File: src/core/pcs_defines.svh
// Offsets, bit positions and reset values of the port charger status registers
`ifndef PCS_DEFINES_SVH
`define PCS_DEFINES_SVH
// Register offsets
`define PCS_GS_OFF 8'h11
`define PCS_GP_OFF 8'h12
`define PCS_GL_OFF 8'h13
`define PCS_PIN_OFF 8'h14
// General status bit positions
`define PCS_GS_BUDGET 7
`define PCS_GS_CLAMP 4
`define PCS_GS_THERMAL 3
`define PCS_GS_TRICKLE 2
`define PCS_GS_DETACH 1
`define PCS_GS_PLUGIN 0
// Implemented bits and clear-on-read bits of general status
`define PCS_GS_MASK 8'h9F
`define PCS_GS_COR_MASK 8'h8F
// Profile status primary bit positions
`define PCS_GP_NOHS 7
`define PCS_GP_UVLO 4
`define PCS_GP_USER 3
`define PCS_GP_DCP 2
`define PCS_GP_CHP 1
`define PCS_GP_PT 0
// Pin status bit positions
`define PCS_PIN_PWR 6
`define PCS_PIN_MODE_B 5
`define PCS_PIN_MODE_A 4
`define PCS_PIN_EMU 3
`define PCS_PIN_STRAP 2
// Power state codes
`define PCS_PS_SLEEP 2'h0
`define PCS_PS_DETECT 2'h1
// Budget behaviour code that interrupts the host
`define PCS_BEH_INTERRUPT 2'h0
// Reset values
`define PCS_FLAGS_RST 8'h00
`define PCS_PT_ARMED_RST 1'b1
`define PCS_UNMAPPED_DATA 8'h00
`endif

File: src/core/pcs_pkg.sv
// Types shared by the port charger status register files
package pcs_pkg;
    typedef logic [7:0] pcs_byte_t;
    typedef logic [1:0] pcs_pstate_t;
    typedef logic [2:0] pcs_mode_t;

    typedef struct packed {
        pcs_byte_t q;
    } pcs_cell_s;

    typedef struct packed {
        logic attach;
        logic alert;
        logic hsw;
        logic trip;
        pcs_byte_t rd_data;
        logic rd_ack;
        logic strap;
        logic strap_done;
        logic pt_armed;
        pcs_mode_t mode_prev;
    } pcs_main_s;
endpackage

File: src/core/pcs_status_regs.sv
// Status register group of the port power controller: flags, pins and read port
`timescale 1ns/10ps
`include "pcs_defines.svh"
module pcs_status_regs (
    input wire logic i_core_clk,
    input wire logic i_reset_n,
    input wire logic i_rd_en,
    input wire pcs_pkg::pcs_byte_t i_rd_addr,
    input wire logic i_budget_hit,
    input wire logic i_clamp_active,
    input wire logic i_thermal_event,
    input wire logic i_low_current_event,
    input wire logic i_removal_event,
    input wire logic i_attach_event,
    input wire logic i_vs_below_uvlo,
    input wire logic i_dce_active,
    input wire logic i_profile_applied,
    input wire logic i_profile_handshake_missing_flag,
    input wire logic i_accept_custom,
    input wire logic i_accept_dcp,
    input wire logic i_accept_chp,
    input wire logic [6:0] i_accept_legacy,
    input wire logic i_passthrough_mode,
    input wire logic i_budget_reset_control,
    input wire logic i_budget_enable_control,
    input wire logic [1:0] i_budget_behaviour_select,
    input wire logic i_alert_link,
    input wire logic i_custom_hsw_closed,
    input wire logic i_custom_trip_limit,
    input wire logic i_data_switch_in_dedicated,
    input wire logic i_port_power_enable_pin,
    input wire logic i_port_power_enable_set,
    input wire logic i_mode_input_a_pin,
    input wire logic i_mode_input_a_set,
    input wire logic i_mode_input_b_pin,
    input wire logic i_mode_input_b_set,
    input wire logic i_emulation_enable_pin,
    input wire logic i_emulation_enable_set,
    input wire logic i_sel_strap,
    input wire pcs_pkg::pcs_pstate_t i_power_state_code,
    output pcs_pkg::pcs_byte_t o_rd_data,
    output logic o_rd_ack,
    output logic o_fault_alert,
    output logic o_attach_out,
    output logic o_data_switch_closed,
    output logic o_trip_limit
);
    import pcs_pkg::*;

    pcs_main_s st_r;
    pcs_main_s st_nxt;
    pcs_byte_t gs_q;
    pcs_byte_t gs_set;
    pcs_byte_t gs_clr;
    pcs_byte_t gp_q;
    pcs_byte_t gp_set;
    pcs_byte_t gp_clr;
    pcs_byte_t gl_q;
    pcs_byte_t gl_set;
    pcs_byte_t gl_clr;
    logic pwr_eff;
    logic mode_a_eff;
    logic mode_b_eff;
    logic emu_eff;
    pcs_mode_t mode_now;
    logic mode_chg;
    logic prof_clr;
    logic gs_read;
    logic pt_set;
    logic accept_any;
    logic others_held;
    logic nohs_set;

    // Sleep is never shown, a register access has already woken the part
    function automatic pcs_pstate_t wake_state(input pcs_pstate_t code);
        if (code == `PCS_PS_SLEEP)
            return `PCS_PS_DETECT;
        return code;
    endfunction

    // Switch and limit choice from the accepted profile, highest first
    function automatic logic [1:0] path_select(input pcs_byte_t gp, input pcs_byte_t gl);
        if (gp[`PCS_GP_CHP] || gp[`PCS_GP_PT])
            return 2'h3;
        if (gp[`PCS_GP_DCP])
            return {i_data_switch_in_dedicated, 1'b0};
        if (gp[`PCS_GP_USER])
            return {i_custom_hsw_closed, i_custom_trip_limit};
        if (|gl)
            return {i_data_switch_in_dedicated, i_custom_trip_limit};
        return {1'b0, i_custom_trip_limit};
    endfunction

    // Effective controls: pin state joined with its software set bit
    assign pwr_eff = (st_r.strap ? i_port_power_enable_pin : ~i_port_power_enable_pin)
                     | i_port_power_enable_set;
    assign mode_a_eff = i_mode_input_a_pin | i_mode_input_a_set;
    assign mode_b_eff = i_mode_input_b_pin | i_mode_input_b_set;
    assign emu_eff = i_emulation_enable_pin | i_emulation_enable_set;
    assign mode_now = {mode_b_eff, mode_a_eff, emu_eff};
    assign mode_chg = (mode_now != st_r.mode_prev);

    // Common clear of the accepted-profile flags
    assign prof_clr = ~pwr_eff | mode_chg | i_removal_event;
    assign gs_read = i_rd_en && (i_rd_addr == `PCS_GS_OFF);

    // General status: events set, a read of the register clears all but the clamp flag
    always_comb
    begin
        gs_set = 8'h00;
        gs_set[`PCS_GS_BUDGET] = i_budget_hit;
        gs_set[`PCS_GS_CLAMP] = i_clamp_active;
        gs_set[`PCS_GS_THERMAL] = i_thermal_event;
        gs_set[`PCS_GS_TRICKLE] = i_low_current_event;
        gs_set[`PCS_GS_DETACH] = i_removal_event;
        gs_set[`PCS_GS_PLUGIN] = i_attach_event;
        gs_clr = gs_read ? `PCS_GS_COR_MASK : 8'h00;
        gs_clr[`PCS_GS_CLAMP] = ~i_clamp_active;
        if (i_budget_reset_control || !i_budget_enable_control)
            gs_clr[`PCS_GS_BUDGET] = 1'b1;
    end

    // Passthrough is blocked in the removal cycle so a re-attach cannot revive it
    assign pt_set = i_passthrough_mode & st_r.pt_armed & pwr_eff & ~i_removal_event;
    assign gl_set = {1'b0, i_accept_legacy & {7{i_dce_active}}};
    assign gl_clr = {8{prof_clr}};
    assign accept_any = i_accept_custom | i_accept_dcp | i_accept_chp | pt_set | (|gl_set);
    assign others_held = (|gp_q[`PCS_GP_USER:`PCS_GP_PT]) | (|gl_q);
    assign nohs_set = i_profile_handshake_missing_flag & i_dce_active & ~accept_any & ~others_held;

    // Profile status primary flags
    always_comb
    begin
        gp_set = 8'h00;
        gp_set[`PCS_GP_NOHS] = nohs_set;
        gp_set[`PCS_GP_UVLO] = i_vs_below_uvlo;
        gp_set[`PCS_GP_USER] = i_accept_custom & i_dce_active;
        gp_set[`PCS_GP_DCP] = i_accept_dcp;
        gp_set[`PCS_GP_CHP] = i_accept_chp;
        gp_set[`PCS_GP_PT] = pt_set;
        gp_clr = 8'h00;
        gp_clr[`PCS_GP_NOHS] = i_profile_applied | accept_any;
        gp_clr[`PCS_GP_UVLO] = ~i_vs_below_uvlo;
        gp_clr[`PCS_GP_USER:`PCS_GP_PT] = {4{prof_clr}};
        gp_clr[6:5] = 2'h3;
    end

    pcs_sticky_byte u_gs_cell (
        .i_core_clk(i_core_clk),
        .i_reset_n(i_reset_n),
        .i_set(gs_set),
        .i_clr(gs_clr),
        .o_q(gs_q)
    );

    pcs_sticky_byte u_gp_cell (
        .i_core_clk(i_core_clk),
        .i_reset_n(i_reset_n),
        .i_set(gp_set),
        .i_clr(gp_clr),
        .o_q(gp_q)
    );

    pcs_sticky_byte u_gl_cell (
        .i_core_clk(i_core_clk),
        .i_reset_n(i_reset_n),
        .i_set(gl_set),
        .i_clr(gl_clr),
        .o_q(gl_q)
    );

    // Next state of pins, read data and housekeeping
    always_comb
    begin
        st_nxt = st_r;
        // Strap is caught once after release, never inside reset
        if (!st_r.strap_done)
        begin
            st_nxt.strap = i_sel_strap;
            st_nxt.strap_done = 1'b1;
        end
        st_nxt.mode_prev = mode_now;
        // A mode change re-arms passthrough, a removal disarms it
        if (mode_chg)
            st_nxt.pt_armed = 1'b1;
        else if (i_removal_event)
            st_nxt.pt_armed = 1'b0;
        // Attach pin follows plug-in and detach events only
        if (i_attach_event)
            st_nxt.attach = 1'b1;
        else if (i_removal_event)
            st_nxt.attach = 1'b0;
        // Profile flags stay out of the alert on purpose
        st_nxt.alert = (gs_q[`PCS_GS_BUDGET]
                        && (i_budget_behaviour_select == `PCS_BEH_INTERRUPT))
                       || (i_alert_link
                           && (gs_q[`PCS_GS_THERMAL] || gs_q[`PCS_GS_TRICKLE]));
        {st_nxt.hsw, st_nxt.trip} = path_select(gp_q, gl_q);
        st_nxt.rd_ack = i_rd_en;
        if (i_rd_en)
        begin
            unique case (i_rd_addr)
                `PCS_GS_OFF: st_nxt.rd_data = gs_q & `PCS_GS_MASK;
                `PCS_GP_OFF: st_nxt.rd_data = gp_q;
                `PCS_GL_OFF: st_nxt.rd_data = gl_q;
                `PCS_PIN_OFF: st_nxt.rd_data = {1'b0, pwr_eff, mode_b_eff, mode_a_eff, emu_eff,
                                                st_r.strap, wake_state(i_power_state_code)};
                default: st_nxt.rd_data = `PCS_UNMAPPED_DATA;
            endcase
        end
    end

    // State register
    always_ff @(posedge i_core_clk)
    begin
        if (!i_reset_n)
        begin
            st_r <= '0;
            st_r.pt_armed <= `PCS_PT_ARMED_RST;
        end
        else
        begin
            st_r <= st_nxt;
        end
    end

    // Outputs come straight from the state register
    assign o_rd_data = st_r.rd_data;
    assign o_rd_ack = st_r.rd_ack;
    assign o_fault_alert = st_r.alert;
    assign o_attach_out = st_r.attach;
    assign o_data_switch_closed = st_r.hsw;
    assign o_trip_limit = st_r.trip;
endmodule

File: src/core/pcs_sticky_byte.sv
// Eight sticky flags where a set always beats a clear in the same cycle
`timescale 1ns/10ps
`include "pcs_defines.svh"
module pcs_sticky_byte (
    input wire logic i_core_clk,
    input wire logic i_reset_n,
    input wire pcs_pkg::pcs_byte_t i_set,
    input wire pcs_pkg::pcs_byte_t i_clr,
    output pcs_pkg::pcs_byte_t o_q
);
    import pcs_pkg::*;

    pcs_cell_s st_r;
    pcs_cell_s st_nxt;

    // Set term first so no event is lost to a read
    always_comb
    begin
        st_nxt = st_r;
        st_nxt.q = i_set | (st_r.q & ~i_clr);
    end

    // State register
    always_ff @(posedge i_core_clk)
    begin
        if (!i_reset_n)
            st_r <= '{q: `PCS_FLAGS_RST};
        else
            st_r <= st_nxt;
    end

    assign o_q = st_r.q;
endmodule

File: config.mk
export PLATFORM = sky130hd
export DESIGN_NAME = pcs_status_regs
export DESIGN_NICKNAME = d
export VERILOG_FILES = /design/src/core/pcs_pkg.sv /design/src/core/pcs_status_regs.sv /design/src/core/pcs_sticky_byte.sv
export VERILOG_INCLUDE_DIRS = /design/src /design/src/core
export SDC_FILE = /design/constraint.sdc
export NUM_CORES = 1
export LEC_CHECK = 0
export BUFFER_PORTS_ARGS = -buffer_cell sky130_fd_sc_hd__buf_2
export CAP_MARGIN = 0
export CORE_MARGIN = 4
export CORE_UTILIZATION = 44
export CTS_CLUSTER_SIZE = 12
export DETAILED_ROUTE_END_ITERATION = 6
export HOLD_SLACK_MARGIN = 0.08
export PLACE_DENSITY = 0.77
export RECOVER_POWER = 25
export SKIP_LAST_GASP = 1
export SYNTH_ARGS = -nofsm -noshare
export SYNTH_HDL_FRONTEND = slang
export SYNTH_SLANG_ARGS = --single-unit
File: constraint.sdc
create_clock -name i_core_clk -period 1.8 [get_ports i_core_clk]
set_clock_uncertainty 0.2 [all_clocks]
set_input_delay 0.54 -clock i_core_clk [delete_from_list [all_inputs] [get_ports i_core_clk]]
set_output_delay 0.54 -clock i_core_clk [all_outputs]
set_load 0.01 [all_outputs]
# After elaboration in Yosys (flattened, before gate mapping)
# Cells that the tools add are included.
[totals] output_inout_bits=13 wordCells=99 input_bits=51 regBits=43
[op_classes] n_eq_ne=5 n_reduce_logical=15 bitwise_logic=37 muxes=29
[op_table] operator="== test 8 x 5 -> 1 bit, second input constant" n=4
[op_table] operator="one-hot mux 8 bit (4 select lines)" n=1
[op_table] operator="AND 8 bit" n=3
[op_table] operator="inverter 8 bit" n=3
[op_table] operator="two-way mux 2 bit" n=10
[op_table] operator="two-way mux 1 bit" n=17
[op_table] operator="OR 8 bit" n=2
[op_table] operator="OR 1 bit" n=12
[op_table] operator="two-way mux 8 bit" n=1
[op_table] operator="inverter 1 bit" n=8
[op_table] operator="OR 7 x 8 -> 8 bit" n=1
[op_table] operator="OR reduction 8 bit" n=1
[op_table] operator="AND 1 bit" n=7
[op_table] operator="AND 7 bit" n=1
[op_table] operator="OR reduction 7 bit" n=1
[op_table] operator="zero test 2 bit" n=2
[op_table] operator="logical OR 1 bit" n=4
[op_table] operator="OR reduction 4 bit" n=1
[op_table] operator="logical AND 1 bit" n=3
[op_table] operator="inequality test 3 bit" n=1
[op_table] operator="nonzero test 2 bit" n=1
[op_table] operator="OR reduction 2 bit" n=1
[op_table] operator="zero test 1 bit" n=1

# Logic depth before layout (Yosys ltp)
# Gate-level depths: netlist of run 1.
[depth] word_depth=12 depth_mapped=6 ltp_nobuf=4

# Hierarchy
# From an unflattened synthesis of run 1, not the netlist that was laid out.
[hier_totals] cells_unflattened=230 hier_area_um2=2243.4
[by_module_without_submodules] mod="pcs_status_regs" seq_area_each_um2=380.4 cells_each=155 n_inst=1 area_each_um2=1229.9
[by_module_without_submodules] mod="pcs_sticky_byte" seq_area_each_um2=160.2 cells_each=25 n_inst=3 area_each_um2=337.8

# Least setup slack after synthesis of run 1
# OpenSTA, ideal clock, no wires.
[synth_path] path_kind="input-to-reg" start="input port i_rd_addr[1]" end="register st_r (netlist bit o_rd_data[2])" arrival_ps=1457 path_buffers=1 stages=5 setup_ps=115 path_slack_ps=28 t_required_ps=1485 path_cell_list="buf_2 -> mux2_1 -> a211oi_1 -> o2bb2ai_1 -> and2_1"
[synth_between] elab_chain_len=2 word_cells_on_any_way=5 classes_between="eq/ne (4); mux (1)"
[synth_rtl] item="start, declared" line_no="pcs_status_regs.sv:8" source="input wire pcs_pkg::pcs_byte_t i_rd_addr,"
[synth_rtl] item="== test 8 x 5 -> 1 bit" line_no="pcs_status_regs.sv:202" source="unique case (i_rd_addr)"
[synth_rtl] item="one-hot mux 8 bit (4 select lines) (*)" line_no="pcs_status_regs.sv:202"
[synth_rtl] item="end signal, assigned" line_no="pcs_status_regs.sv:223" source="st_r <= st_nxt;"
[synth_rtl] item="end, declared" line_no="pcs_status_regs.sv:50" source="pcs_main_s st_r;"
# Mark *: on every way between the ends. The rest lies on a longest branch, timed or not.
# A chain may end at the register's enable or synchronous reset.

# Worst setup path after layout of run 1
# Ends and elaborated chain as after synthesis.

==> flow_metrics.env, run 1 <==
export IMPL_rsz0062_at_grt="no"
export IMPL_clkTransAtPathRegs_ns=0.07
export IMPL_io_buffers=63
export IMPL_grt_pass1_wl_mm=7.13
export IMPL_cts_buffers=5
export IMPL_cp_arrival_ns=1.60
export IMPL_min_from="i_vs_below_uvlo"
export IMPL_die_h_um=71.4
export IMPL_cts_htree_levels=2
export IMPL_min_period_ns=1.62
export IMPL_status="finished, final reports clean"
export IMPL_nNetsFinal=303
export IMPL_slew_violations=0
export IMPL_vdd_drop_max_v=0.000445
export IMPL_remaining_drc_errors=0
export IMPL_instances_no_fill=300
export IMPL_dr_pass1_iters=4
export IMPL_finalCritPeriodShare_pct=89.9
export IMPL_startpoint_type="primary input"
export IMPL_critPathLaunch="i_rd_addr[1]"
export IMPL_synth_ff_type="dfxtp_1"
export IMPL_setup_worst_path_end_class="flip-flop"
export IMPL_tns_ns=0
export IMPL_worstPathMaxFanout=6
export IMPL_antenna_found_initial=0
export IMPL_fin_ws_ns=0.182
export IMPL_cts_tree="built"
export IMPL_fillers=338
export IMPL_synth_edff_count=0
export IMPL_worstPathRequired_ns=1.78
export IMPL_ys_seq_elements=39
export IMPL_drt_iter0_markers=70
export IMPL_initial_core_util_pct=46.8
export IMPL_clock_fmax_mhz=618
export IMPL_dr_total_vias=1594
export IMPL_pre_cts_ws_ns=-0.253
export IMPL_grt_pass1_vias=1571
export IMPL_final_util_pct=59.1
export IMPL_diodes=0
export IMPL_total_leakage_power_uw=0.000984
export IMPL_hp_class="in2reg"
export IMPL_num_io_pins=64
export IMPL_synth_fp_nets=233
export IMPL_ant_nets=0
export IMPL_wl_mm=4.40
export IMPL_ys_async_sr_fraction_pct=0
export IMPL_netlist_area_sq_mm=0.00177
export IMPL_r2r_start="st_r[5]"
export IMPL_area_growth_pct=26.2
export IMPL_overflow=0
export IMPL_synth_seq_area_share_pct=44.2
export IMPL_finalPower_uw=1760
export IMPL_syn_avg_cell_area_sq_um=9.71
export IMPL_path_class="in2reg"
export IMPL_clock_path_buffers=2
export IMPL_clock_latency_ns=0.29
export IMPL_core_sq_mm=0.00377
export IMPL_finalSetupViolCount=0
export IMPL_hpwlAfterDp_mm=3.48
export IMPL_worst_pin_slew_ns=0.407
export IMPL_drive_gt1_share_pct=36.5
export IMPL_cts_resized=0
export IMPL_cts_setup_buffers=0
export IMPL_cts_hold_buf=0
export IMPL_dieWidth_um=71.4
export IMPL_grt_usage_pct=17.9
export IMPL_clockRootBuffer="clkbuf_8"
export IMPL_dp_cells=292
export IMPL_drt_wirelength_per_cell_um=14.7
export IMPL_synth_cells=182
export IMPL_cts_sinks=39
export IMPL_via_per_inst=5.31
export IMPL_slew_limit_headroom_pct=72.8
export IMPL_synth_distinct_cells=53
export IMPL_power_density_mw_per_mm2=787
export IMPL_hold_violations=0
export IMPL_ys_warn_count=0
export IMPL_timing_max_cap_violations=0
export IMPL_fp_dieArea_sq_mm=0.00509
export IMPL_place_gp_congestion=0.846
export IMPL_grt_max_degree=15
export IMPL_rows=22
==> Yosys cell counts, types with 2 or more instances <==
cell / count / area, sq um
o21a_1: 2 / 15.0
and2_1: 6 / 37.5
nor2b_1: 3 / 18.8
o21ai_1: 3 / 15.0
buf_4: 9 / 67.6
nand3_1: 2 / 10.0
nor4bb_1: 3 / 30.0
a2bb2oi_1: 4 / 35.0
a21oi_1: 11 / 55.1
o22ai_1: 3 / 18.8
o2bb2ai_1: 2 / 17.5
nand2b_1: 4 / 25.0
a32o_1: 3 / 30.0
nor3_1: 2 / 10.0
nor2_1: 19 / 71.3
mux2i_1: 5 / 50.1
buf_1: 2 / 7.51
xnor2_1: 2 / 17.5
nand2_1: 6 / 22.5
nor4_1: 3 / 18.8
a31oi_1: 2 / 12.5
a22o_1: 10 / 87.6
mux2_1: 2 / 22.5
buf_2: 3 / 15.0
inv_1: 2 / 7.51
dfxtp_1: 39 / 781
o21ai_0: 4 / 20.0
==> path summary, 6_finish.rpt <==
path | to | slack [ns] | cells past startpoint
max reg2reg | u_gl_cell.o_q[5] | 0.22 | 5
max | o_rd_data[2] | 0.18 | 5
min | u_gp_cell.o_q[4] | 0.25 | 2
min reg2reg | st_r[3] | 0.28 | 1
==> metal layers <==
metal | vias to the layer above | routed length (um) | GRT usage [%] | share of wire, %
met4 | 0 | 63 | 5.64 | 1.4
li1 | 798 | - | - | -
met5 | - | 0 | 0 | 0
met3 | 8 | 290 | 6.31 | 6.6
met2 | 43 | 2090 | 29.5 | 48
met1 | 745 | 1960 | 21.7 | 44
==> flip-flops by register name, summed over array words and instances, names as in the netlist <==
name,count
u_gp_cell.o_q,6
o_attach_out,1
o_rd_ack,1
o_rd_data,8
o_trip_limit,1
u_gl_cell.o_q,8
o_data_switch_closed,1
o_fault_alert,1
st_r,6
u_gs_cell.o_q,6
==> cell type report <==
cell class,count,area (sq um),share of cell area (%)
sequential,39,781,35.0
clock buffer,6,82.6,3.70
clock inverter,1,5.00,0.224
inverter,3,11.3,0.505
multi-input combinational,124,867,38.9
timing repair buffer,79,423,19.0
tap,48,60.1,2.69
==> cell usage in the layout, fill, tap and decap left out, types with 2 or more instances in the layout <==
cell type  synthesis  routed
a21oi_1           11      11
a22o_1            10      10
a2bb2oi_1          4       4
a31oi_1            2       2
a32o_1             3       3
and2_1             6       5
buf_2              3      61
buf_4              9      13
clkbuf_1           1       4
clkbuf_8           0       6
dfxtp_1           39      39
inv_1              2       2
mux2_1             2       2
mux2i_1            5       5
nand2_1            6       6
nand2b_1           4       4
nand3_1            2       2
nor2_1            19      20
nor2b_1            3       3
nor3_1             2       2
nor4_1             3       3
nor4bb_1           3       3
o21a_1             2       2
o21ai_0            4       4
o21ai_1            3       3
o22ai_1            3       3
o2bb2ai_1          2       2
xnor2_1            2       2
==> power breakdown <==
group	internal (uW)	total, uW	switching [uW]	leakage (uW)
Combinational	127	247	121	0.000615
Sequential	900	925	25.0	0.000321
Clock	300	583	283	0.0000470
==> cell families (layout without fill, tap and decap cells) <==
family	after synthesis	after routing	synth area share [%]
muxes	8	8	4.75
AOI/OAI and AO/OA	54	54	22.9
DFF	39	39	44.2
and+or+nand+nor	59	59	19.6
buffers and inverters	19	89	6.59
xor gates and xnor gates	3	3	1.91
==> critical path: stages <==
cell and delay [ns]:
buf_2 0.15, mux2_1 0.34, a211oi_1 0.31, o2bb2ai_1 0.10, and2_1 0.16
==> metrics by stage <==
stage	instance area, sq um	hold slack (ns)
after floorplan	1770	0.241
after global placement	2150	0.258
after detailed placement	2150	0.261
after CTS	2240	0.243
after global routing	2230	0.250
final	2230	0.245
No activity file was read; power rests on OpenSTA's default activity.
==> run 2, diff against run 1 <==
--- a/config.mk
+++ b/config.mk
@@ -8,6 +8,7 @@
 export LEC_CHECK = 0
 export BUFFER_PORTS_ARGS = -buffer_cell sky130_fd_sc_hd__buf_2
 export CAP_MARGIN = 0
+export CORE_ASPECT_RATIO = 2
 export CORE_MARGIN = 4
 export CORE_UTILIZATION = 44
 export CTS_CLUSTER_SIZE = 12
==> run 2 against run 1 <==
Net effect:
- critical path depth did not move
- die area rose by 1.2%
- non-clock buffer count is 2 higher
==> flow_metrics.env, run 2 (synthesis gave the netlist of run 1 again) <==
export IMPL_grt_usage_pct=19.1
export IMPL_final_common_cell="buf_2"
export IMPL_rows=32
export IMPL_fin_ws_ns=0.205
export IMPL_via_per_inst=5.28
export IMPL_grt_pass1_wl_mm=7.26
export IMPL_hold_violations=0
export IMPL_core_sq_mm=0.00388
export IMPL_path_cells="buf_2 -> or4_1 -> o41ai_2 -> nand3_1 -> a21oi_2"
export IMPL_clock_fmax_mhz=627
export IMPL_ant_nets=0
export IMPL_overflow=0
export IMPL_min_period_ns=1.60
export IMPL_worstPathRequired_ns=1.83
export IMPL_crit_path_max_incr_delay_ns=0.54
export IMPL_clock_path_buffers=2
export IMPL_clockRootBuffer="clkbuf_8"
export IMPL_dr_total_vias=1616
export IMPL_tns_ns=0
export IMPL_status="finished, final reports clean"
export IMPL_critPathSlowestCell="or4_1"
export IMPL_initial_core_util_pct=45.5
export IMPL_diodes=0
export IMPL_drt_wirelength_per_cell_um=14.9
export IMPL_dieWidth_um=52.8
export IMPL_slew_violations=0
export IMPL_clkTransAtPathRegs_ns=0.07
export IMPL_setup_worst_path_end_class="flip-flop"
export IMPL_worstPathMaxFanout=2
export IMPL_clock_latency_ns=0.29
export IMPL_drive_gt1_share_pct=37.3
export IMPL_remaining_drc_errors=0
export IMPL_cts_htree_levels=2
export IMPL_cts_buffers=5
export IMPL_dp_cells=297
export IMPL_grt_pass1_vias=1589
export IMPL_instances_no_fill=306
export IMPL_fp_dieArea_sq_mm=0.00515
export IMPL_power_density_mw_per_mm2=809
export IMPL_cp_arrival_ns=1.63
export IMPL_antenna_found_initial=0
export IMPL_mostFrequentLayoutCells="61 x buf_2, 39 x dfxtp_1, 19 x nor2_1, 15 x buf_4, 11 x a21oi_1"
export IMPL_grt_max_degree=17
export IMPL_total_leakage_power_uw=0.000996
export IMPL_hp_class="in2reg"
export IMPL_critPathBufInv=1
export IMPL_slew_limit_headroom_pct=72.3
export IMPL_fillers=380
export IMPL_worst_pin_slew_ns=0.416
export IMPL_io_buffers=63
export IMPL_r2r_start="st_r[5]"
export IMPL_finalSetupViolCount=0
export IMPL_vdd_drop_max_v=0.000639
export IMPL_hpwlAfterDp_mm=3.69
export IMPL_drt_iter0_markers=29
export IMPL_num_io_pins=64
export IMPL_finalCritPeriodShare_pct=88.6
export IMPL_place_gp_congestion=0.854
export IMPL_cts_tree="built"
export IMPL_path_class="in2reg"
export IMPL_rsz0062_at_grt="no"
export IMPL_die_h_um=97.6
export IMPL_finalPower_uw=1830
export IMPL_seq_area_sq_um=781
export IMPL_crit_family="simple AND/OR/NAND/NOR gates"
export IMPL_area_growth_pct=28.3
export IMPL_min_from="i_clamp_active"
export IMPL_cts_sinks=39
export IMPL_pre_cts_ws_ns=-0.210
export IMPL_critPathLaunch="i_accept_legacy[2]"
export IMPL_dr_pass1_iters=4
export IMPL_wl_mm=4.57
export IMPL_multi_input_area_sq_um=870
export IMPL_timing_max_cap_violations=0
export IMPL_startpoint_type="primary input"
export IMPL_nNetsFinal=305
[run 2: repair_timing]
action                                  CTS  global route
gates resized for setup                   0             0
hold buffers                              0             0
endpoints found under the setup margin    0            12
setup buffers                             0             1
[run 2: final timing paths]
check,endpoint,slack (ns),cells after the start
setup / recovery,u_gp_cell.o_q[7],0.20,5
hold / removal,u_gs_cell.o_q[4],0.24,2
setup reg to reg,u_gl_cell.o_q[1],0.29,5
hold reg to reg,o_rd_data[6],0.26,2
[run 2: final cells by class]
class / instances / share of cell area (%)
Tap cell: 51 / 2.81
Multi-Input combinational cell: 124 / 38.4
Sequential cell: 39 / 34.4
Clock inverter: 1 / 0.331
Clock buffer: 7 / 4.25
Timing Repair Buffer: 81 / 19.3
Inverter: 3 / 0.497
[run 2: per-stage QoR]
stage	area, sq um	hold WS, ns	utilization (%)
floorplan	1770	0.241	-
global placement	2170	0.250	55.8
detailed placement	2170	0.252	55.8
CTS	2270	0.236	58.5
global route	2270	0.251	58.4
finish	2270	0.243	58.4
[run 2: power breakdown]
| group | total (uW) | leakage [uW] | internal [uW] | switching, uW |
|---|---|---|---|---|
| registers | 926 | 0.000321 | 899 | 27.0 |
| clock network | 656 | 0.0000505 | 348 | 307 |
| logic | 252 | 0.000624 | 130 | 122 |
| total | 1830 | 0.000996 | 1380 | 456 |
[run 2: per-layer routing]
layer | vias to the layer above | track usage, % | share of wire, %
met5 | - | 0 | 0
met4 | 0 | 9.84 | 3.5
met3 | 10 | 4.15 | 5.2
met2 | 42 | 35.0 | 57
met1 | 757 | 18.7 | 34
li1 | 807 | - | -
==> run 3, diff against run 2 <==
--- a/config.mk
+++ b/config.mk
@@ -6,15 +6,16 @@
 export SDC_FILE = /design/constraint.sdc
 export NUM_CORES = 1
 export LEC_CHECK = 0
+export ABC_AREA = 1
 export BUFFER_PORTS_ARGS = -buffer_cell sky130_fd_sc_hd__buf_2
 export CAP_MARGIN = 0
 export CORE_ASPECT_RATIO = 2
 export CORE_MARGIN = 4
-export CORE_UTILIZATION = 44
+export CORE_UTILIZATION = 45
 export CTS_CLUSTER_SIZE = 12
 export DETAILED_ROUTE_END_ITERATION = 6
 export HOLD_SLACK_MARGIN = 0.08
-export PLACE_DENSITY = 0.77
+export PLACE_DENSITY = 0.78
 export RECOVER_POWER = 25
 export SKIP_LAST_GASP = 1
 export SYNTH_ARGS = -nofsm -noshare
==> run 3 against run 2 <==
Net effect:
- sequential power about the same
- synthesized cell count up 40%
- design area is 1.8% higher
- sequential cell count did not move
- sequential share of layout area decreased by 0.60 points
- combinational power hardly changed
- die area is 3.2% higher
- clock power fell by 14%
- maximum frequency rose by 5.0%
- area after synthesis increased by 5.9%
- setup slack gained 0.076 ns
- critical path type is now reg2out
==> flow_metrics.env, run 3 <==
export IMPL_status="finished, final reports clean"
export IMPL_crit_cells=1
export IMPL_num_io_pins=64
export IMPL_wl_mm=4.61
export IMPL_worstPathRequired_ns=1.06
export IMPL_synthTopCellsByArea="dfxtp_1 42%, nand2_1 11%, nand3_1 8.3%"
export IMPL_clock_fmax_mhz=658
export IMPL_syn_avg_cell_area_sq_um=7.34
export IMPL_antenna_found_initial=0
export IMPL_grt_max_degree=22
export IMPL_path_class="reg2out"
export IMPL_setup_worst_path_end_class="output pin"
export IMPL_ant_nets=0
export IMPL_diodes=0
export IMPL_finalSetupViolCount=0
export IMPL_finalCritPeriodShare_pct=84.4
export IMPL_final_common_cell="buf_2"
export IMPL_cts_resized=0
export IMPL_grt_usage_pct=19.0
export IMPL_min_path_cells=3
export IMPL_cts_hold_buf=0
export IMPL_die_h_um=99.2
export IMPL_core_sq_mm=0.00405
export IMPL_remaining_drc_errors=0
export IMPL_reg2reg_slack_ns=0.33
export IMPL_ff2ff_path_depth=7
export IMPL_netlist_area_sq_mm=0.00187
export IMPL_startpoint_type="flip-flop"
export IMPL_min_from="i_vs_below_uvlo"
export IMPL_grt_pass1_wl_mm=7.56
export IMPL_seq_area_sq_um=781
export IMPL_fp_dieArea_sq_mm=0.00532
export IMPL_initial_core_util_pct=46.3
export IMPL_nNetsFinal=370
export IMPL_synth_seq_area_share_pct=41.7
export IMPL_fillers=434
export IMPL_hpwlAfterDp_mm=3.73
export IMPL_mostFrequentLayoutCells="62 x buf_2, 53 x nand2_1, 39 x dfxtp_1, 31 x nand3_1, 27 x a21oi_1"
export IMPL_drt_wirelength_per_cell_um=12.4
export IMPL_rows=33
export IMPL_critPathSlowestCell="dfxtp_1"
export IMPL_multi_input_area_sq_um=865
export IMPL_critPathBufInv=1
export IMPL_drt_iter0_markers=50
export IMPL_clock_path_buffers=2
export IMPL_crit_family="flip-flops"
export IMPL_overflow=0
export IMPL_worstPathMaxFanout=2
export IMPL_synth_most_common_cell="nand2_1"
export IMPL_area_growth_pct=23.3
export IMPL_io_buffers=63
export IMPL_via_per_inst=5.04
export IMPL_synth_ff_type="dfxtp_1"
export IMPL_slew_limit_headroom_pct=71.9
export IMPL_clkTransAtPathRegs_ns=0.08
export IMPL_synth_fp_nets=306
export IMPL_tns_ns=0
export IMPL_synth_edff_count=0
export IMPL_cts_tree="built"
export IMPL_clockRootBuffer="clkbuf_8"
export IMPL_ys_async_sr_fraction_pct=0
export IMPL_timing_max_cap_violations=0
export IMPL_slew_violations=0
export IMPL_yosys_top_cells_count="53 x nand2_1, 39 x dfxtp_1, 31 x nand3_1, 27 x a21oi_1, 22 x inv_1"
export IMPL_drive_gt1_share_pct=30.6
export IMPL_synth_top_cell_area_share_pct=41.7
export IMPL_cp_arrival_ns=0.78
export IMPL_clock_latency_ns=0.29
export IMPL_r2r_start="st_r[5]"
export IMPL_path_cells="buf_2"
export IMPL_cts_htree_levels=2
export IMPL_yosys_area_top_type="dfxtp_1"
export IMPL_synth_distinct_cells=27
export IMPL_dr_pass1_iters=4
export IMPL_vdd_drop_max_v=0.000512
export IMPL_dieWidth_um=53.6
export IMPL_hold_violations=0
export IMPL_total_leakage_power_uw=0.00110
export IMPL_rsz0062_at_grt="no"
export IMPL_cts_setup_buffers=0
export IMPL_crit_path_max_incr_delay_ns=0.35
export IMPL_min_period_ns=1.52
export IMPL_ys_warn_count=0
export IMPL_hp_class="in2reg"
export IMPL_place_gp_congestion=0.790
export IMPL_synth_cells=255
export IMPL_critPathLaunch="o_rd_data[6]"
export IMPL_cts_buffers=5
export IMPL_power_density_mw_per_mm2=754
export IMPL_cts_sinks=39
export IMPL_pre_cts_ws_ns=0.0214
export IMPL_grt_pass1_vias=1793
export IMPL_dr_total_vias=1875
export IMPL_worst_pin_slew_ns=0.421
export IMPL_ys_seq_elements=39
export IMPL_fin_hold_ws_ns=0.226
export IMPL_fin_ws_ns=0.281
[run 3: cell types whose count changed after synthesis, sizes merged, moves of 4 or more]
cell	change
and2	-6
nand4	+13
a22o	-10
nand2	+49
a21oi	+17
nor2	+5
nand3	+29
mux2i	-5
inv	+22
nand2b	-4
a2bb2oi	-4
[run 3: routing by layer]
layer | global-route usage, % | share of wire [%] | vias to the layer above
met5 | 0 | 0 | -
met4 | 10.2 | 3.4 | 0
met3 | 3.45 | 5.4 | 13
met2 | 36.0 | 57 | 61
met1 | 17.6 | 34 | 842
li1 | - | - | 959
[run 3: cell families (layout without fill, tap and decap cells)]
| group | after synthesis | count (layout) | share of synthesized area, % |
|---|---|---|---|
| AO/OA/AOI/OAI | 40 | 40 | 11.5 |
| XOR/XNOR | 3 | 3 | 1.81 |
| buffers and inverters | 44 | 109 | 12.1 |
| flip-flops | 39 | 39 | 41.7 |
| AND/OR/NAND/NOR | 129 | 129 | 32.9 |
[run 3: stage by stage]
| stage | std cells | power, uW | util [%] | cell area, sq um |
|---|---|---|---|---|
| finish | 372 | 1740 | 57.0 | 2310 |
| global route | 372 | 1820 | 57.0 | 2310 |
| CTS | 372 | 1760 | 57.1 | 2310 |
| detailed placement | 364 | 1200 | 55.0 | 2230 |
| global placement | 364 | 1190 | 55.0 | 2230 |
| floorplan | 255 | 1080 | - | 1870 |
[run 3: cell type report]
class,instances,area share (%)
Multi-Input combinational cell,172,37.5
Tap cell,52,2.82
Timing Repair Buffer,75,18.0
Sequential cell,39,33.8
Clock buffer,6,3.15
Inverter,26,4.23
Clock inverter,2,0.542
[run 3: path summary, 6_finish.rpt]
| check | endpoint |
|---|---|
| setup / recovery | o_rd_data[6] |
| hold / removal | u_gp_cell.o_q[4] |
| hold reg to reg | st_r[5] |
| setup reg to reg | u_gp_cell.o_q[7] |
[run 3: power breakdown]
group / total (uW) / internal (uW) / leakage (uW) / switching, uW
sequential: 924 / 900 / 0.000321 / 24.0
combinational: 253 / 111 / 0.000740 / 142
clock: 563 / 270 / 0.0000412 / 293
